**src/rtl/ufoe_defines.svh**
```systemverilog
// Register offsets, field positions, reset values and the rule summary
// Function
// (RULE1) Writing one to control bit 26 clears the endpoint NAK status.
// (RULE2) Writing one to control bit 27 sets NAK status; endpoint answers NAK.
// (RULE3) Bit 28 forces DATA0 for bulk/interrupt, even frame for isochronous.
// (RULE4) Bit 29 forces odd frame for isochronous, DATA1 for bulk/interrupt.
// (RULE5) Disable bit 30 stops transfers; settable only while enable is set.
// (RULE6) Disable bit clears before the endpoint-disabled flag is raised.
// (RULE7) Enable bit 31 starts transfers; cleared on setup done, disable, completion.
// (RULE8) Software reads endpoint flags only after global and all-endpoint flags.
// (RULE9) Endpoint and global pending bits stay set until all endpoint flags clear.
// (RULE10) Flag 0 on transfer done, flag 1 on disabled; write one clears.
// (RULE11) Control endpoint: flag 3 when SETUP stage finishes.
// (RULE12) Control endpoint: flag 4 on OUT token while not enabled.
// (RULE13) Control endpoint: flag 6 after more than three back-to-back SETUPs.
// (RULE14) Endpoint 0 transfer size is a byte count in field 6:0.
// (RULE15) Endpoint 0 packet count bit 19 drops to zero after packet stored.
// (RULE16) Field 30:29 holds back-to-back SETUP allowance: 01, 10, 11.
// (RULE17) Software writes size register only while enabled, reads when disabled.
// (RULE18) Set/clear bits 26 to 29 ignore zero writes and read as zero.
// (RULE19) NAK status stops data acceptance but SETUP packets still acknowledged.
`ifndef UFOE_DEFINES_SVH
`define UFOE_DEFINES_SVH

`define UFOE_ADDR_W        12
`define UFOE_OFF_CTRL      12'hb00
`define UFOE_OFF_FLAGS     12'hb08
`define UFOE_OFF_SIZE      12'hb10
`define UFOE_OFF_MASK      12'hb0c
`define UFOE_OFF_IRQ       12'hb14
`define UFOE_FLAGS_RESET   32'h0000_0080
`define UFOE_SIZE_RESET    32'h0000_0000
`define UFOE_CTRL_EPTYPE_LO 18
`define UFOE_CTRL_NAK_STAT 17
`define UFOE_CTRL_PIDODD   16
`define UFOE_CTRL_NAK_CLR  26
`define UFOE_CTRL_NAK_SET  27
`define UFOE_CTRL_EVEN     28
`define UFOE_CTRL_ODD      29
`define UFOE_CTRL_DIS      30
`define UFOE_CTRL_EN       31
`define UFOE_FLG_DONE      0
`define UFOE_FLG_DIS       1
`define UFOE_FLG_SETUP     3
`define UFOE_FLG_OTOFF     4
`define UFOE_FLG_BURST     6
`define UFOE_FLG_MASK      32'h0000_005b
`define UFOE_SIZE_CNT_MSB  6
`define UFOE_SIZE_PKT      19
`define UFOE_SIZE_SP_LO    29
`define UFOE_SIZE_SP_HI    30
`define UFOE_SETUP_LIMIT   3

`endif

```
**src/rtl/ufoe_pkg.sv**
```systemverilog
// Types shared by the OUT endpoint control block
package ufoe_pkg;
	typedef enum logic [1:0] {
		UFOE_TYPE_CTRL = 2'h0,
		UFOE_TYPE_ISO  = 2'h1,
		UFOE_TYPE_BULK = 2'h2,
		UFOE_TYPE_INTR = 2'h3
	} ufoe_eptype_t;

	typedef enum logic [2:0] {
		UFOE_ST_IDLE = 3'h1,
		UFOE_ST_RUN  = 3'h2,
		UFOE_ST_STOP = 3'h4
	} ufoe_state_t;
endpackage

```
**src/rtl/ufoe_ctrl.sv**
```systemverilog
// OUT endpoint control, interrupt flags and endpoint-0 transfer size
`timescale 1ns/10ps
`default_nettype none
`include "ufoe_defines.svh"
module ufoe_ctrl import ufoe_pkg::*; #(
	parameter int AW = `UFOE_ADDR_W
) (
	input  wire logic          clk_in,
	input  wire logic          nrst_in,
	input  wire logic [AW-1:0] addr_in,
	input  wire logic [31:0]   wdata_in,
	input  wire logic          wr_in,
	input  wire logic          rd_in,
	output var  logic [31:0]   rdata_out,
	input  wire logic [1:0]    ep_type_in,
	input  wire logic          setup_pkt_in,
	input  wire logic          out_token_in,
	input  wire logic          data_pkt_in,
	input  wire logic          xfer_last_in,
	output var  logic          accept_data_out,
	output var  logic          nak_active_status_out,
	output var  logic          pid_odd_out,
	output var  logic          endpoint_enable_out,
	output var  logic          any_out_endpoint_pending_out,
	output var  logic          irq_out
);
	// Bus-side events arrive from the link logic as level pulses on pins; only rising edges count
	logic [3:0] ev_lvl;

	ufoe_sync #(
		.W(4)
	) u_sync (
		.clk_in (clk_in),
		.nrst_in(nrst_in),
		.d_in   ({xfer_last_in, data_pkt_in, out_token_in, setup_pkt_in}),
		.q_out  (ev_lvl)
	);

	typedef struct packed {
		logic [3:0]   ev_prev;
		ufoe_state_t  state;
		logic         nak;
		logic         pid_odd;
		logic         en;
		logic         dis;
		logic         dis_flag_pend;
		logic [6:0]   flags;
		logic [6:0]   mask;
		logic [6:0]   byte_cnt;
		logic         pkt_cnt;
		logic [1:0]   setup_allow;
		logic [2:0]   setup_run;
		logic [31:0]  rdata;
		logic         accept;
		logic         pending;
		logic         irq;
	} ufoe_ctrl_st_t;

	ufoe_ctrl_st_t st_q;
	ufoe_ctrl_st_t st_d;

	ufoe_eptype_t ep_type;
	logic         ev_setup;
	logic         ev_token;
	logic         ev_data;
	logic         ev_last;
	logic         wr_ctrl;
	logic         wr_flags;
	logic         wr_size;
	logic         is_ctrl;
	logic [6:0]   set_ev;
	logic [31:0]  ctrl_view;

	assign ep_type  = ufoe_eptype_t'(ep_type_in);
	assign is_ctrl  = (ep_type == UFOE_TYPE_CTRL);
	assign ev_setup = ev_lvl[0] & ~st_q.ev_prev[0];
	assign ev_token = ev_lvl[1] & ~st_q.ev_prev[1];
	assign ev_data  = ev_lvl[2] & ~st_q.ev_prev[2];
	assign ev_last  = ev_lvl[3] & ~st_q.ev_prev[3];
	assign wr_ctrl  = wr_in && (addr_in == `UFOE_OFF_CTRL);
	assign wr_flags = wr_in && (addr_in == `UFOE_OFF_FLAGS);
	assign wr_size  = wr_in && (addr_in == `UFOE_OFF_SIZE);

	// Write-only strobes 26..29 are never stored, so they read zero
	always_comb begin
		ctrl_view = '0; // RULE18
		ctrl_view[`UFOE_CTRL_EN]     = st_q.en;
		ctrl_view[`UFOE_CTRL_DIS]    = st_q.dis;
		ctrl_view[`UFOE_CTRL_NAK_STAT] = st_q.nak;
		ctrl_view[`UFOE_CTRL_PIDODD] = st_q.pid_odd;
		ctrl_view[`UFOE_CTRL_EPTYPE_LO+1:`UFOE_CTRL_EPTYPE_LO] = ep_type_in;
	end

	always_comb begin
		st_d         = st_q;
		st_d.ev_prev = ev_lvl;
		set_ev       = '0;

		if (wr_ctrl && wdata_in[`UFOE_CTRL_NAK_CLR]) begin
			st_d.nak = 1'b0; // RULE1
		end
		if (wr_ctrl && wdata_in[`UFOE_CTRL_NAK_SET]) begin
			st_d.nak = 1'b1; // RULE2
		end
		if (wr_ctrl && wdata_in[`UFOE_CTRL_EVEN]) begin
			st_d.pid_odd = 1'b0; // RULE3
		end
		if (wr_ctrl && wdata_in[`UFOE_CTRL_ODD]) begin
			st_d.pid_odd = 1'b1; // RULE4
		end
		if (ev_data && st_q.en && !st_q.nak && ep_type != UFOE_TYPE_ISO) begin
			st_d.pid_odd = ~st_q.pid_odd;
		end

		case (st_q.state)
			UFOE_ST_IDLE: begin
				if (wr_ctrl && wdata_in[`UFOE_CTRL_EN]) begin
					st_d.en    = 1'b1; // RULE7
					st_d.state = UFOE_ST_RUN;
				end
			end
			UFOE_ST_RUN: begin
				// Disable is accepted only on a running endpoint
				if (wr_ctrl && wdata_in[`UFOE_CTRL_DIS]) begin
					st_d.dis   = 1'b1; // RULE5
					st_d.state = UFOE_ST_STOP;
				end else if (ev_setup && is_ctrl) begin
					st_d.en    = 1'b0; // RULE7
					st_d.state = UFOE_ST_IDLE;
				end else if (ev_data && ev_last && !st_q.nak) begin
					st_d.en    = 1'b0; // RULE7
					st_d.state = UFOE_ST_IDLE;
				end
			end
			UFOE_ST_STOP: begin
				// Disable bit drops one cycle ahead of its flag
				st_d.dis           = 1'b0; // RULE6
				st_d.en            = 1'b0; // RULE7
				st_d.dis_flag_pend = 1'b1;
				st_d.state         = UFOE_ST_IDLE;
			end
			default: begin
				st_d.state = UFOE_ST_IDLE;
			end
		endcase

		if (st_q.dis_flag_pend) begin
			st_d.dis_flag_pend = 1'b0;
			set_ev[`UFOE_FLG_DIS] = 1'b1; // RULE6 RULE10
		end
		if (st_q.state == UFOE_ST_RUN && ev_data && ev_last && !st_q.nak) begin
			set_ev[`UFOE_FLG_DONE] = 1'b1; // RULE10
		end
		if (is_ctrl && ev_setup) begin
			set_ev[`UFOE_FLG_SETUP] = 1'b1; // RULE11
		end
		if (is_ctrl && ev_token && !st_q.en) begin
			set_ev[`UFOE_FLG_OTOFF] = 1'b1; // RULE12
		end

		// Back-to-back SETUP counter; any other token breaks the run
		if (ev_setup) begin
			if (st_q.setup_run != 3'h7) begin
				st_d.setup_run = st_q.setup_run + 3'h1;
			end
			if (is_ctrl && st_q.setup_run >= 3'(`UFOE_SETUP_LIMIT)) begin
				set_ev[`UFOE_FLG_BURST] = 1'b1; // RULE13
			end
			if (st_q.setup_allow != 2'h0) begin
				st_d.setup_allow = st_q.setup_allow - 2'h1; // RULE16
			end
		end else if (ev_token) begin
			st_d.setup_run = '0;
		end

		if (wr_size) begin
			st_d.byte_cnt    = wdata_in[`UFOE_SIZE_CNT_MSB:0]; // RULE14
			st_d.pkt_cnt     = wdata_in[`UFOE_SIZE_PKT];
			st_d.setup_allow = wdata_in[`UFOE_SIZE_SP_HI:`UFOE_SIZE_SP_LO]; // RULE16
		end else if (ev_data && st_q.en && !st_q.nak) begin
			st_d.pkt_cnt = 1'b0; // RULE15
		end

		// Set wins over a simultaneous write-one clear
		if (wr_flags) begin
			st_d.flags = st_q.flags & ~wdata_in[6:0]; // RULE10
		end
		st_d.flags = st_d.flags | set_ev;
		if (wr_in && addr_in == `UFOE_OFF_MASK) begin
			st_d.mask = wdata_in[6:0];
		end

		st_d.accept  = st_d.en && !st_d.nak; // RULE19
		st_d.pending = |st_d.flags; // RULE9
		st_d.irq     = |(st_d.flags & st_d.mask);

		st_d.rdata = '0;
		if (rd_in) begin
			case (addr_in)
				`UFOE_OFF_CTRL:  st_d.rdata = ctrl_view;
				`UFOE_OFF_FLAGS: st_d.rdata = {25'h0, st_q.flags} | `UFOE_FLAGS_RESET;
				`UFOE_OFF_MASK:  st_d.rdata = {25'h0, st_q.mask};
				`UFOE_OFF_SIZE:  st_d.rdata = {1'b0, st_q.setup_allow, 9'h0, st_q.pkt_cnt,
					12'h0, st_q.byte_cnt};
				`UFOE_OFF_IRQ:   st_d.rdata = {30'h0, st_q.irq, st_q.pending};
				default:         st_d.rdata = '0;
			endcase
		end
	end

	always_ff @(posedge clk_in or negedge nrst_in) begin
		if (!nrst_in) begin
			st_q       <= '0;
			st_q.state <= UFOE_ST_IDLE;
		end else begin
			st_q <= st_d;
		end
	end

	assign rdata_out                    = st_q.rdata;
	assign accept_data_out              = st_q.accept;
	assign nak_active_status_out        = st_q.nak;
	assign pid_odd_out                  = st_q.pid_odd;
	assign endpoint_enable_out          = st_q.en;
	assign any_out_endpoint_pending_out = st_q.pending;
	assign irq_out                      = st_q.irq;

	AST_NAK_SET: assert property (@(posedge clk_in) disable iff (!nrst_in) // RULE2
		wr_ctrl && wdata_in[`UFOE_CTRL_NAK_SET] |=> nak_active_status_out)
		else $error("nak set write did not set status");
	AST_NAK_CLR: assert property (@(posedge clk_in) disable iff (!nrst_in) // RULE1
		wr_ctrl && wdata_in[`UFOE_CTRL_NAK_CLR] && !wdata_in[`UFOE_CTRL_NAK_SET]
		|=> !nak_active_status_out)
		else $error("nak clear write did not clear status");
	AST_PID_EVEN: assert property (@(posedge clk_in) disable iff (!nrst_in) // RULE3
		wr_ctrl && wdata_in[`UFOE_CTRL_EVEN] && !wdata_in[`UFOE_CTRL_ODD] && !ev_data
		|=> !pid_odd_out)
		else $error("even force ignored");
	AST_PID_ODD: assert property (@(posedge clk_in) disable iff (!nrst_in) // RULE4
		wr_ctrl && wdata_in[`UFOE_CTRL_ODD] && !ev_data |=> pid_odd_out)
		else $error("odd force ignored");
	AST_DIS_ONLY_EN: assert property (@(posedge clk_in) disable iff (!nrst_in) // RULE5
		$rose(st_q.dis) |-> $past(st_q.en))
		else $error("disable set while endpoint not enabled");
	AST_DIS_BEFORE_FLAG: assert property (@(posedge clk_in) disable iff (!nrst_in) // RULE6
		$rose(st_q.dis) |=> !st_q.dis ##1 st_q.flags[`UFOE_FLG_DIS])
		else $error("disable flag order wrong");
	AST_EN_DROP: assert property (@(posedge clk_in) disable iff (!nrst_in) // RULE7
		st_q.state == UFOE_ST_RUN && ev_setup && is_ctrl && !wr_ctrl
		|=> !endpoint_enable_out)
		else $error("enable not cleared on setup done");
	AST_PENDING: assert property (@(posedge clk_in) disable iff (!nrst_in) // RULE9
		(|st_q.flags) |-> any_out_endpoint_pending_out)
		else $error("pending dropped with flags set");
	AST_SETUP_FLAG: assert property (@(posedge clk_in) disable iff (!nrst_in) // RULE11
		ev_setup && is_ctrl |=> st_q.flags[`UFOE_FLG_SETUP])
		else $error("setup flag missing");
	AST_OTOFF_FLAG: assert property (@(posedge clk_in) disable iff (!nrst_in) // RULE12
		ev_token && is_ctrl && !st_q.en |=> st_q.flags[`UFOE_FLG_OTOFF])
		else $error("out token while off flag missing");
	AST_PKT_DROP: assert property (@(posedge clk_in) disable iff (!nrst_in) // RULE15
		ev_data && st_q.en && !st_q.nak && !wr_size |=> !st_q.pkt_cnt)
		else $error("packet count did not drop");
	AST_NAK_BLOCK: assert property (@(posedge clk_in) disable iff (!nrst_in) // RULE19
		nak_active_status_out |-> !accept_data_out)
		else $error("data accepted under nak");

	// Enable life cycle, sticky flags, size fields, set/clear bits, parity hold and pending
	AST_ACCEPT: assert property (@(posedge clk_in) disable iff (!nrst_in) // RULE19
		endpoint_enable_out && !nak_active_status_out |-> accept_data_out)
		else $error("enabled endpoint refuses data without nak");
	AST_EN_SET: assert property (@(posedge clk_in) disable iff (!nrst_in) // RULE7
		st_q.state == UFOE_ST_IDLE && wr_ctrl && wdata_in[`UFOE_CTRL_EN]
		|=> endpoint_enable_out)
		else $error("enable write ignored");
	AST_DONE_EN: assert property (@(posedge clk_in) disable iff (!nrst_in) // RULE7
		st_q.state == UFOE_ST_RUN && ev_data && ev_last && !st_q.nak && !wr_ctrl
		|=> !endpoint_enable_out)
		else $error("enable not cleared on transfer done");
	AST_DIS_EN_DROP: assert property (@(posedge clk_in) disable iff (!nrst_in) // RULE7
		$rose(st_q.dis) |=> !endpoint_enable_out)
		else $error("enable not cleared on disable");
	AST_DIS_REFUSED: assert property (@(posedge clk_in) disable iff (!nrst_in) // RULE5
		st_q.state != UFOE_ST_RUN |=> !st_q.dis)
		else $error("disable taken on idle endpoint");
	AST_DIS_FLAG_LOW: assert property (@(posedge clk_in) disable iff (!nrst_in) // RULE6
		$rose(st_q.flags[`UFOE_FLG_DIS]) |-> !st_q.dis)
		else $error("disabled flag raised while disable bit set");
	AST_DONE_FLAG: assert property (@(posedge clk_in) disable iff (!nrst_in) // RULE10
		st_q.state == UFOE_ST_RUN && ev_data && ev_last && !st_q.nak
		|=> st_q.flags[`UFOE_FLG_DONE])
		else $error("transfer done flag missing");
	AST_FLAG_STICKY: assert property (@(posedge clk_in) disable iff (!nrst_in) // RULE10
		st_q.flags[`UFOE_FLG_DONE] && !(wr_flags && wdata_in[`UFOE_FLG_DONE])
		|=> st_q.flags[`UFOE_FLG_DONE])
		else $error("done flag lost without a clear");
	AST_FLAG_CLEAR: assert property (@(posedge clk_in) disable iff (!nrst_in) // RULE10
		wr_flags && wdata_in[`UFOE_FLG_DONE] && !set_ev[`UFOE_FLG_DONE]
		|=> !st_q.flags[`UFOE_FLG_DONE])
		else $error("done flag survived a write of one");
	AST_SETUP_OFF: assert property (@(posedge clk_in) disable iff (!nrst_in) // RULE11
		ev_setup && !is_ctrl && !st_q.flags[`UFOE_FLG_SETUP]
		|=> !st_q.flags[`UFOE_FLG_SETUP])
		else $error("setup flag set on non-control endpoint");
	AST_OTOFF_QUIET: assert property (@(posedge clk_in) disable iff (!nrst_in) // RULE12
		ev_token && st_q.en && !st_q.flags[`UFOE_FLG_OTOFF]
		|=> !st_q.flags[`UFOE_FLG_OTOFF])
		else $error("out token flag set on enabled endpoint");
	AST_BURST_FLAG: assert property (@(posedge clk_in) disable iff (!nrst_in) // RULE13
		ev_setup && is_ctrl && st_q.setup_run >= 3'(`UFOE_SETUP_LIMIT)
		|=> st_q.flags[`UFOE_FLG_BURST])
		else $error("back to back setup flag missing");
	AST_BURST_EARLY: assert property (@(posedge clk_in) disable iff (!nrst_in) // RULE13
		ev_setup && st_q.setup_run < 3'(`UFOE_SETUP_LIMIT) && !st_q.flags[`UFOE_FLG_BURST]
		|=> !st_q.flags[`UFOE_FLG_BURST])
		else $error("back to back setup flag set too early");
	AST_SIZE_WRITE: assert property (@(posedge clk_in) disable iff (!nrst_in) // RULE14
		wr_size |=> st_q.byte_cnt == $past(wdata_in[`UFOE_SIZE_CNT_MSB:0]))
		else $error("byte count write lost");
	AST_PKT_KEEP: assert property (@(posedge clk_in) disable iff (!nrst_in) // RULE15
		!wr_size && !(ev_data && st_q.en && !st_q.nak) |=> $stable(st_q.pkt_cnt))
		else $error("packet count moved without a packet");
	AST_ALLOW_WRITE: assert property (@(posedge clk_in) disable iff (!nrst_in) // RULE16
		wr_size |=> st_q.setup_allow == $past(wdata_in[`UFOE_SIZE_SP_HI:`UFOE_SIZE_SP_LO]))
		else $error("setup allowance write lost");
	AST_ALLOW_DEC: assert property (@(posedge clk_in) disable iff (!nrst_in) // RULE16
		ev_setup && !wr_size && st_q.setup_allow != 2'h0
		|=> st_q.setup_allow == $past(st_q.setup_allow) - 2'h1)
		else $error("setup allowance not decremented");
	AST_WO_READ_ZERO: assert property (@(posedge clk_in) disable iff (!nrst_in) // RULE18
		rd_in && addr_in == `UFOE_OFF_CTRL
		|=> rdata_out[`UFOE_CTRL_ODD:`UFOE_CTRL_NAK_CLR] == 4'h0)
		else $error("write-only control bits read back");
	AST_ZERO_WRITE: assert property (@(posedge clk_in) disable iff (!nrst_in) // RULE18
		wr_ctrl && wdata_in[`UFOE_CTRL_ODD:`UFOE_CTRL_NAK_CLR] == 4'h0 && !ev_data
		|=> $stable(nak_active_status_out) && $stable(pid_odd_out))
		else $error("zero write to set or clear bits had an effect");
	AST_PID_HOLD_ISO: assert property (@(posedge clk_in) disable iff (!nrst_in) // RULE4
		ep_type == UFOE_TYPE_ISO && !wr_ctrl |=> $stable(pid_odd_out))
		else $error("frame parity moved without a force");
	AST_PEND_CLEAR: assert property (@(posedge clk_in) disable iff (!nrst_in) // RULE9
		!(|st_q.flags) |-> !any_out_endpoint_pending_out)
		else $error("pending left set with no flag");
endmodule // ufoe_ctrl
`default_nettype wire

```
**src/rtl/ufoe_sync.sv**
```systemverilog
// Three-stage input synchroniser with agreement on the last two stages
`timescale 1ns/10ps
`default_nettype none
module ufoe_sync #(
	parameter int W = 1
) (
	input  wire logic         clk_in,
	input  wire logic         nrst_in,
	input  wire logic [W-1:0] d_in,
	output var  logic [W-1:0] q_out
);
	typedef struct packed {
		logic [W-1:0] s1;
		logic [W-1:0] s2;
		logic [W-1:0] s3;
		logic [W-1:0] q;
	} ufoe_sync_st_t;

	ufoe_sync_st_t st_q;
	ufoe_sync_st_t st_d;

	always_comb begin
		st_d    = st_q;
		st_d.s1 = d_in;
		st_d.s2 = st_q.s1;
		st_d.s3 = st_q.s2;
		for (int i = 0; i < W; i++) begin
			if (st_q.s2[i] == st_q.s3[i]) begin
				st_d.q[i] = st_q.s3[i];
			end
		end
	end

	always_ff @(posedge clk_in or negedge nrst_in) begin
		if (!nrst_in) begin
			st_q <= '0;
		end else begin
			st_q <= st_d;
		end
	end

	assign q_out = st_q.q;
endmodule // ufoe_sync
`default_nettype wire

```
**config.mk**
```make
export PLATFORM = sky130hd
export DESIGN_NAME = ufoe_ctrl
export DESIGN_NICKNAME = d
export VERILOG_FILES = /design/src/rtl/ufoe_pkg.sv /design/src/rtl/ufoe_ctrl.sv /design/src/rtl/ufoe_sync.sv
export VERILOG_INCLUDE_DIRS = /design/src /design/src/rtl
export SDC_FILE = /design/constraint.sdc
export NUM_CORES = 1
export LEC_CHECK = 0
export BUFFER_PORTS_ARGS = -buffer_cell sky130_fd_sc_hd__buf_2
export CAP_MARGIN = 15
export CORE_MARGIN = 4
export CORE_UTILIZATION = 35
export DETAILED_ROUTE_END_ITERATION = 8
export PLACE_DENSITY_LB_ADDON = 0.2
export SYNTH_ARGS = -nofsm -noshare
export SYNTH_HDL_FRONTEND = slang
export SYNTH_SLANG_ARGS = --single-unit
```
**constraint.sdc**
```tcl
create_clock -name clk_in -period 2.68 [get_ports clk_in]
set_clock_uncertainty 0.15 [all_clocks]
set_input_delay 0.268 -clock clk_in [delete_from_list [all_inputs] [get_ports clk_in]]
set_output_delay 0.268 -clock clk_in [all_outputs]
set_load 0.02 [all_outputs]
```
==> summary.txt <==
Status
  • Outcome: completed

Layout
  • Final Cell Area: 3829 um2
  • Diode count: 0
  • P&R area growth vs syn: 16.22%
  • Share of layout cells above drive strength 1: 0.3224
  • Layout fillers: 884
  • Post-Layout Cell Count: about 450
  • Final-stage net count: 388
  • Commonest non-fill, non-tap cells in the layout: dfrtp_1 (72), buf_2 (55), nand2_1 (18), conb_1 (17), nor2_1 (15)
  • Most common cell after layout, fill and taps aside: dfrtp_1

Timing
  • Min Tclk post-route: 2265 ps
  • Final period util: 0.8450
  • F_max: 441.6 MHz
  • Final-report hold violation count: 0
  • Headroom to the max-slew limit: 0.3892
  • Final setup fails: 0
  • Slew Limit Fails: 0
  • Slew @ Worst Pin: 916.2 ps
  • Hold slack: between 20 and 25 ps
  • RSZ-0062 raised after global routing: no
  • Setup TNS: 0 ps

GRT
  • GRT Total Usage: 0.1234
  • Met3 usage: 0.03582
  • Global-route wire length before repair: roughly 11,000 um
  • Largest net degree at the start of global routing: between 70 and 80
  • Initial antenna violation count: 0
  • Met2 Track Usage GR: 0.1943
  • Vias in the first global route: between 2,000 and 2,500
  • Global route hottest layer: met2
  • Grt ovf: 0
  • Met1 Use GR: 0.1637

Worst setup path
  • Worst-path cell chain: ha_1, ha_1, a211oi_1, o21ai_0, o22ai_1, nor2b_1, a2111oi_2, nand3_1
  • Reg2reg path depth: 8
  • Largest stage delay on the critical path: 430 ps
  • CP Data Arrival Time: 2340 ps
  • Crit start category: flop
  • RR Startpoint: st_q[35]
  • Critical path class: flop to flop
  • CP most frequent cell: ha_1
  • Crit. End Element: flop
  • R2R Setup Slk: 420 ps
  • Worst path slowest cell: dfrtp_1
  • Delay-heaviest family, CP: compound AO/OA/AOI/OAI gates
  • RR Endpoint: irq_out
  • WP data required: 2750 ps
  • Crit path max fanout: 4
  • WP buf/inv: 0

Clocking
  • Clk_lat worst skew: about 350 ps
  • Clock Tree Root: clkbuf_8
  • Number of H-tree levels: 3
  • CTS tree: built
  • Worst-path clk slew: 80 ps
  • Clk sinks: 73
  • CTS Buffer Depth: 2
  • Post-cts repair resize count: 0
  • Cts bufs inserted: 9

Synth
  • EDFF count, synth: 0
  • Synth area leader: dfrtp_1
  • Async S/R FF share, synth: 1.000
  • Dominant synthesized flop cell: dfrtp_1
  • Cell count after synthesis: 272
  • Library cells used by synthesis: 59
  • Ys Warns: 0
  • Ranking of synthesized cells by area: dfrtp_1 (55%), buf_4 (7.3%), mux2_2 (4.4%)
  • FF+latch count, synth: 73
  • Syn_area_per_cell: 12.11 um2
  • Area share of the largest cell type after synthesis: 0.5469
  • Mapped Area: ~3300 um2
  • Sequential-to-total area share from yosys stat: 0.5549

Route
  • Vias/cell: 4.735
  • DRT Pass-1 Iters: 4
  • Residual DRC: 0
  • Routed Antenna Nets: 0
  • WL per Instance: about 15 um
  • Final Routed Wirelength: approximately 6600 um
  • DR vias: 2,112
  • Iter 0 DRT Violations: 54

Power
  • Max VDD drop: 314.6 uV
  • Total power: between 2 and 3 mW
  • PwrDens: 660.8 nW/um2
  • Leakage: about 1.9 nW

Placement
  • Placed cell count: 425
  • Post-DP Area: 3536 um2
  • Post-DP HPWL: 4753 um
  • PortBufs: 56
  • RD Place Congestion: 0.7943

Die
  • Starting Density: 0.3582
  • # IOs: 92
  • Chip height: 105.0 um
  • Site Rows: 35
  • Die ar.: 11,030 um2
  • Core Region: 9196 um2
  • Die W: ~110 um

Min path
  • Worst Hold Endpoint: st_q[40]
  • Tightest Hold Check Type: input pin to flop
  • Worst Min Path Start: wdata_in[19]
  • Cells on Worst Hold Path: 3

Flow run
  • Max cap viols: 0
==> kinds of logic (layout without fill, tap and decap cells) <==
group,Yosys count,count (layout),synth area share
fa+ha+maj,8,8,0.02735
buf+inv,48,95,0.1014
simple gates,78,78,0.1523
flops,73,73,0.5549
other cells,1,17,0.001138
compound gates,45,45,0.09951
mux,17,17,0.05811
xor+xnor,2,2,0.005318
==> cells in the mapped netlist (all sizes together) (2+ instances only) <==
| cell type | count |
|---|---|
| dfrtp | 72 |
| buf | 36 |
| nand2 | 18 |
| nor2 | 16 |
| mux2 | 14 |
| inv | 11 |
| a21oi | 10 |
| and2 | 7 |
| nor3b | 7 |
| o21ai | 7 |
| a22oi | 6 |
| a21boi | 4 |
| ha | 4 |
| maj3 | 4 |
| nand2b | 4 |
| nand3 | 4 |
| nor2b | 4 |
| a22o | 3 |
| mux2i | 3 |
| nand4 | 3 |
| nor4 | 3 |
| a21o | 2 |
| a221oi | 2 |
| nor3 | 2 |
| or3 | 2 |
| or3b | 2 |
==> what timing repair did <==
action / 4_1_cts / 5_1_grt
endpoints found under the hold margin: 76 / 0
buffers inserted: 0 / 0
hold buffers: 5 / 0
==> where the power goes <==
| part | total [mW] | leakage (nW) | switching [mW] | internal (mW) |
|---|---|---|---|---|
| logic | 0.264 | 0.852 | 0.153 | 0.111 |
| registers | 1.21 | 0.937 | 0.0465 | 1.16 |
| clock network | 1.05 | 0.117 | 0.430 | 0.624 |
==> worst max-delay path by stage <==
stage                     cells after the start         from                           end
final                                         8     st_q[35]                       irq_out
after global placement                        8  addr_in[10]  any_out_endpoint_pending_out
after detailed placement                      7  addr_in[10]                       irq_out
after CTS                                     8     st_q[35]                       irq_out
after global routing                          8     st_q[35]                       irq_out
after floorplan                               7   addr_in[4]                       irq_out
==> layout make-up <==
type,count,area [um2],area share
tap,111,138.9,0.03627
clock inverter,6,115.1,0.03007
inverter,11,41.29,0.01078
timing repair buffer,68,385.4,0.1007
clock buffer,10,127.6,0.03333
multi-input combinational,167,1192,0.3114
sequential,73,1828,0.4775
==> state kept, by name (all words and copies together) (netlist names) <==
register,cells
accept_data_out,1
any_out_endpoint_pending_out,1
ctrl_view,1
endpoint_enable_out,1
irq_out,1
nak_active_status_out,1
pid_odd_out,1
rdata_out,15
st_q,35
u_sync.q_out,4
u_sync.st_d,8
u_sync.st_q,4
==> stage by stage <==
step | setup slack, ps | utilization
after detailed placement | 387.3 | 0.3845
after CTS | 386.0 | 0.4163
after global placement | 397.4 | 0.3845
after floorplan | 654.5 | -
after global routing | 151.2 | 0.4163
final | 415.5 | 0.4163
==> tightest hold or removal path, cell delays in order <==
cell	delay (ps)
buf_2	100
inv_1	40
o21ai_0	70
==> layer usage <==
metal / share of wire / wire length (um)
met5: 0 / 0
met4: 0.010 / 68
met3: 0.047 / 308
met1: 0.47 / 3057
met2: 0.48 / 3127
Power figures use the tool's default switching activity.
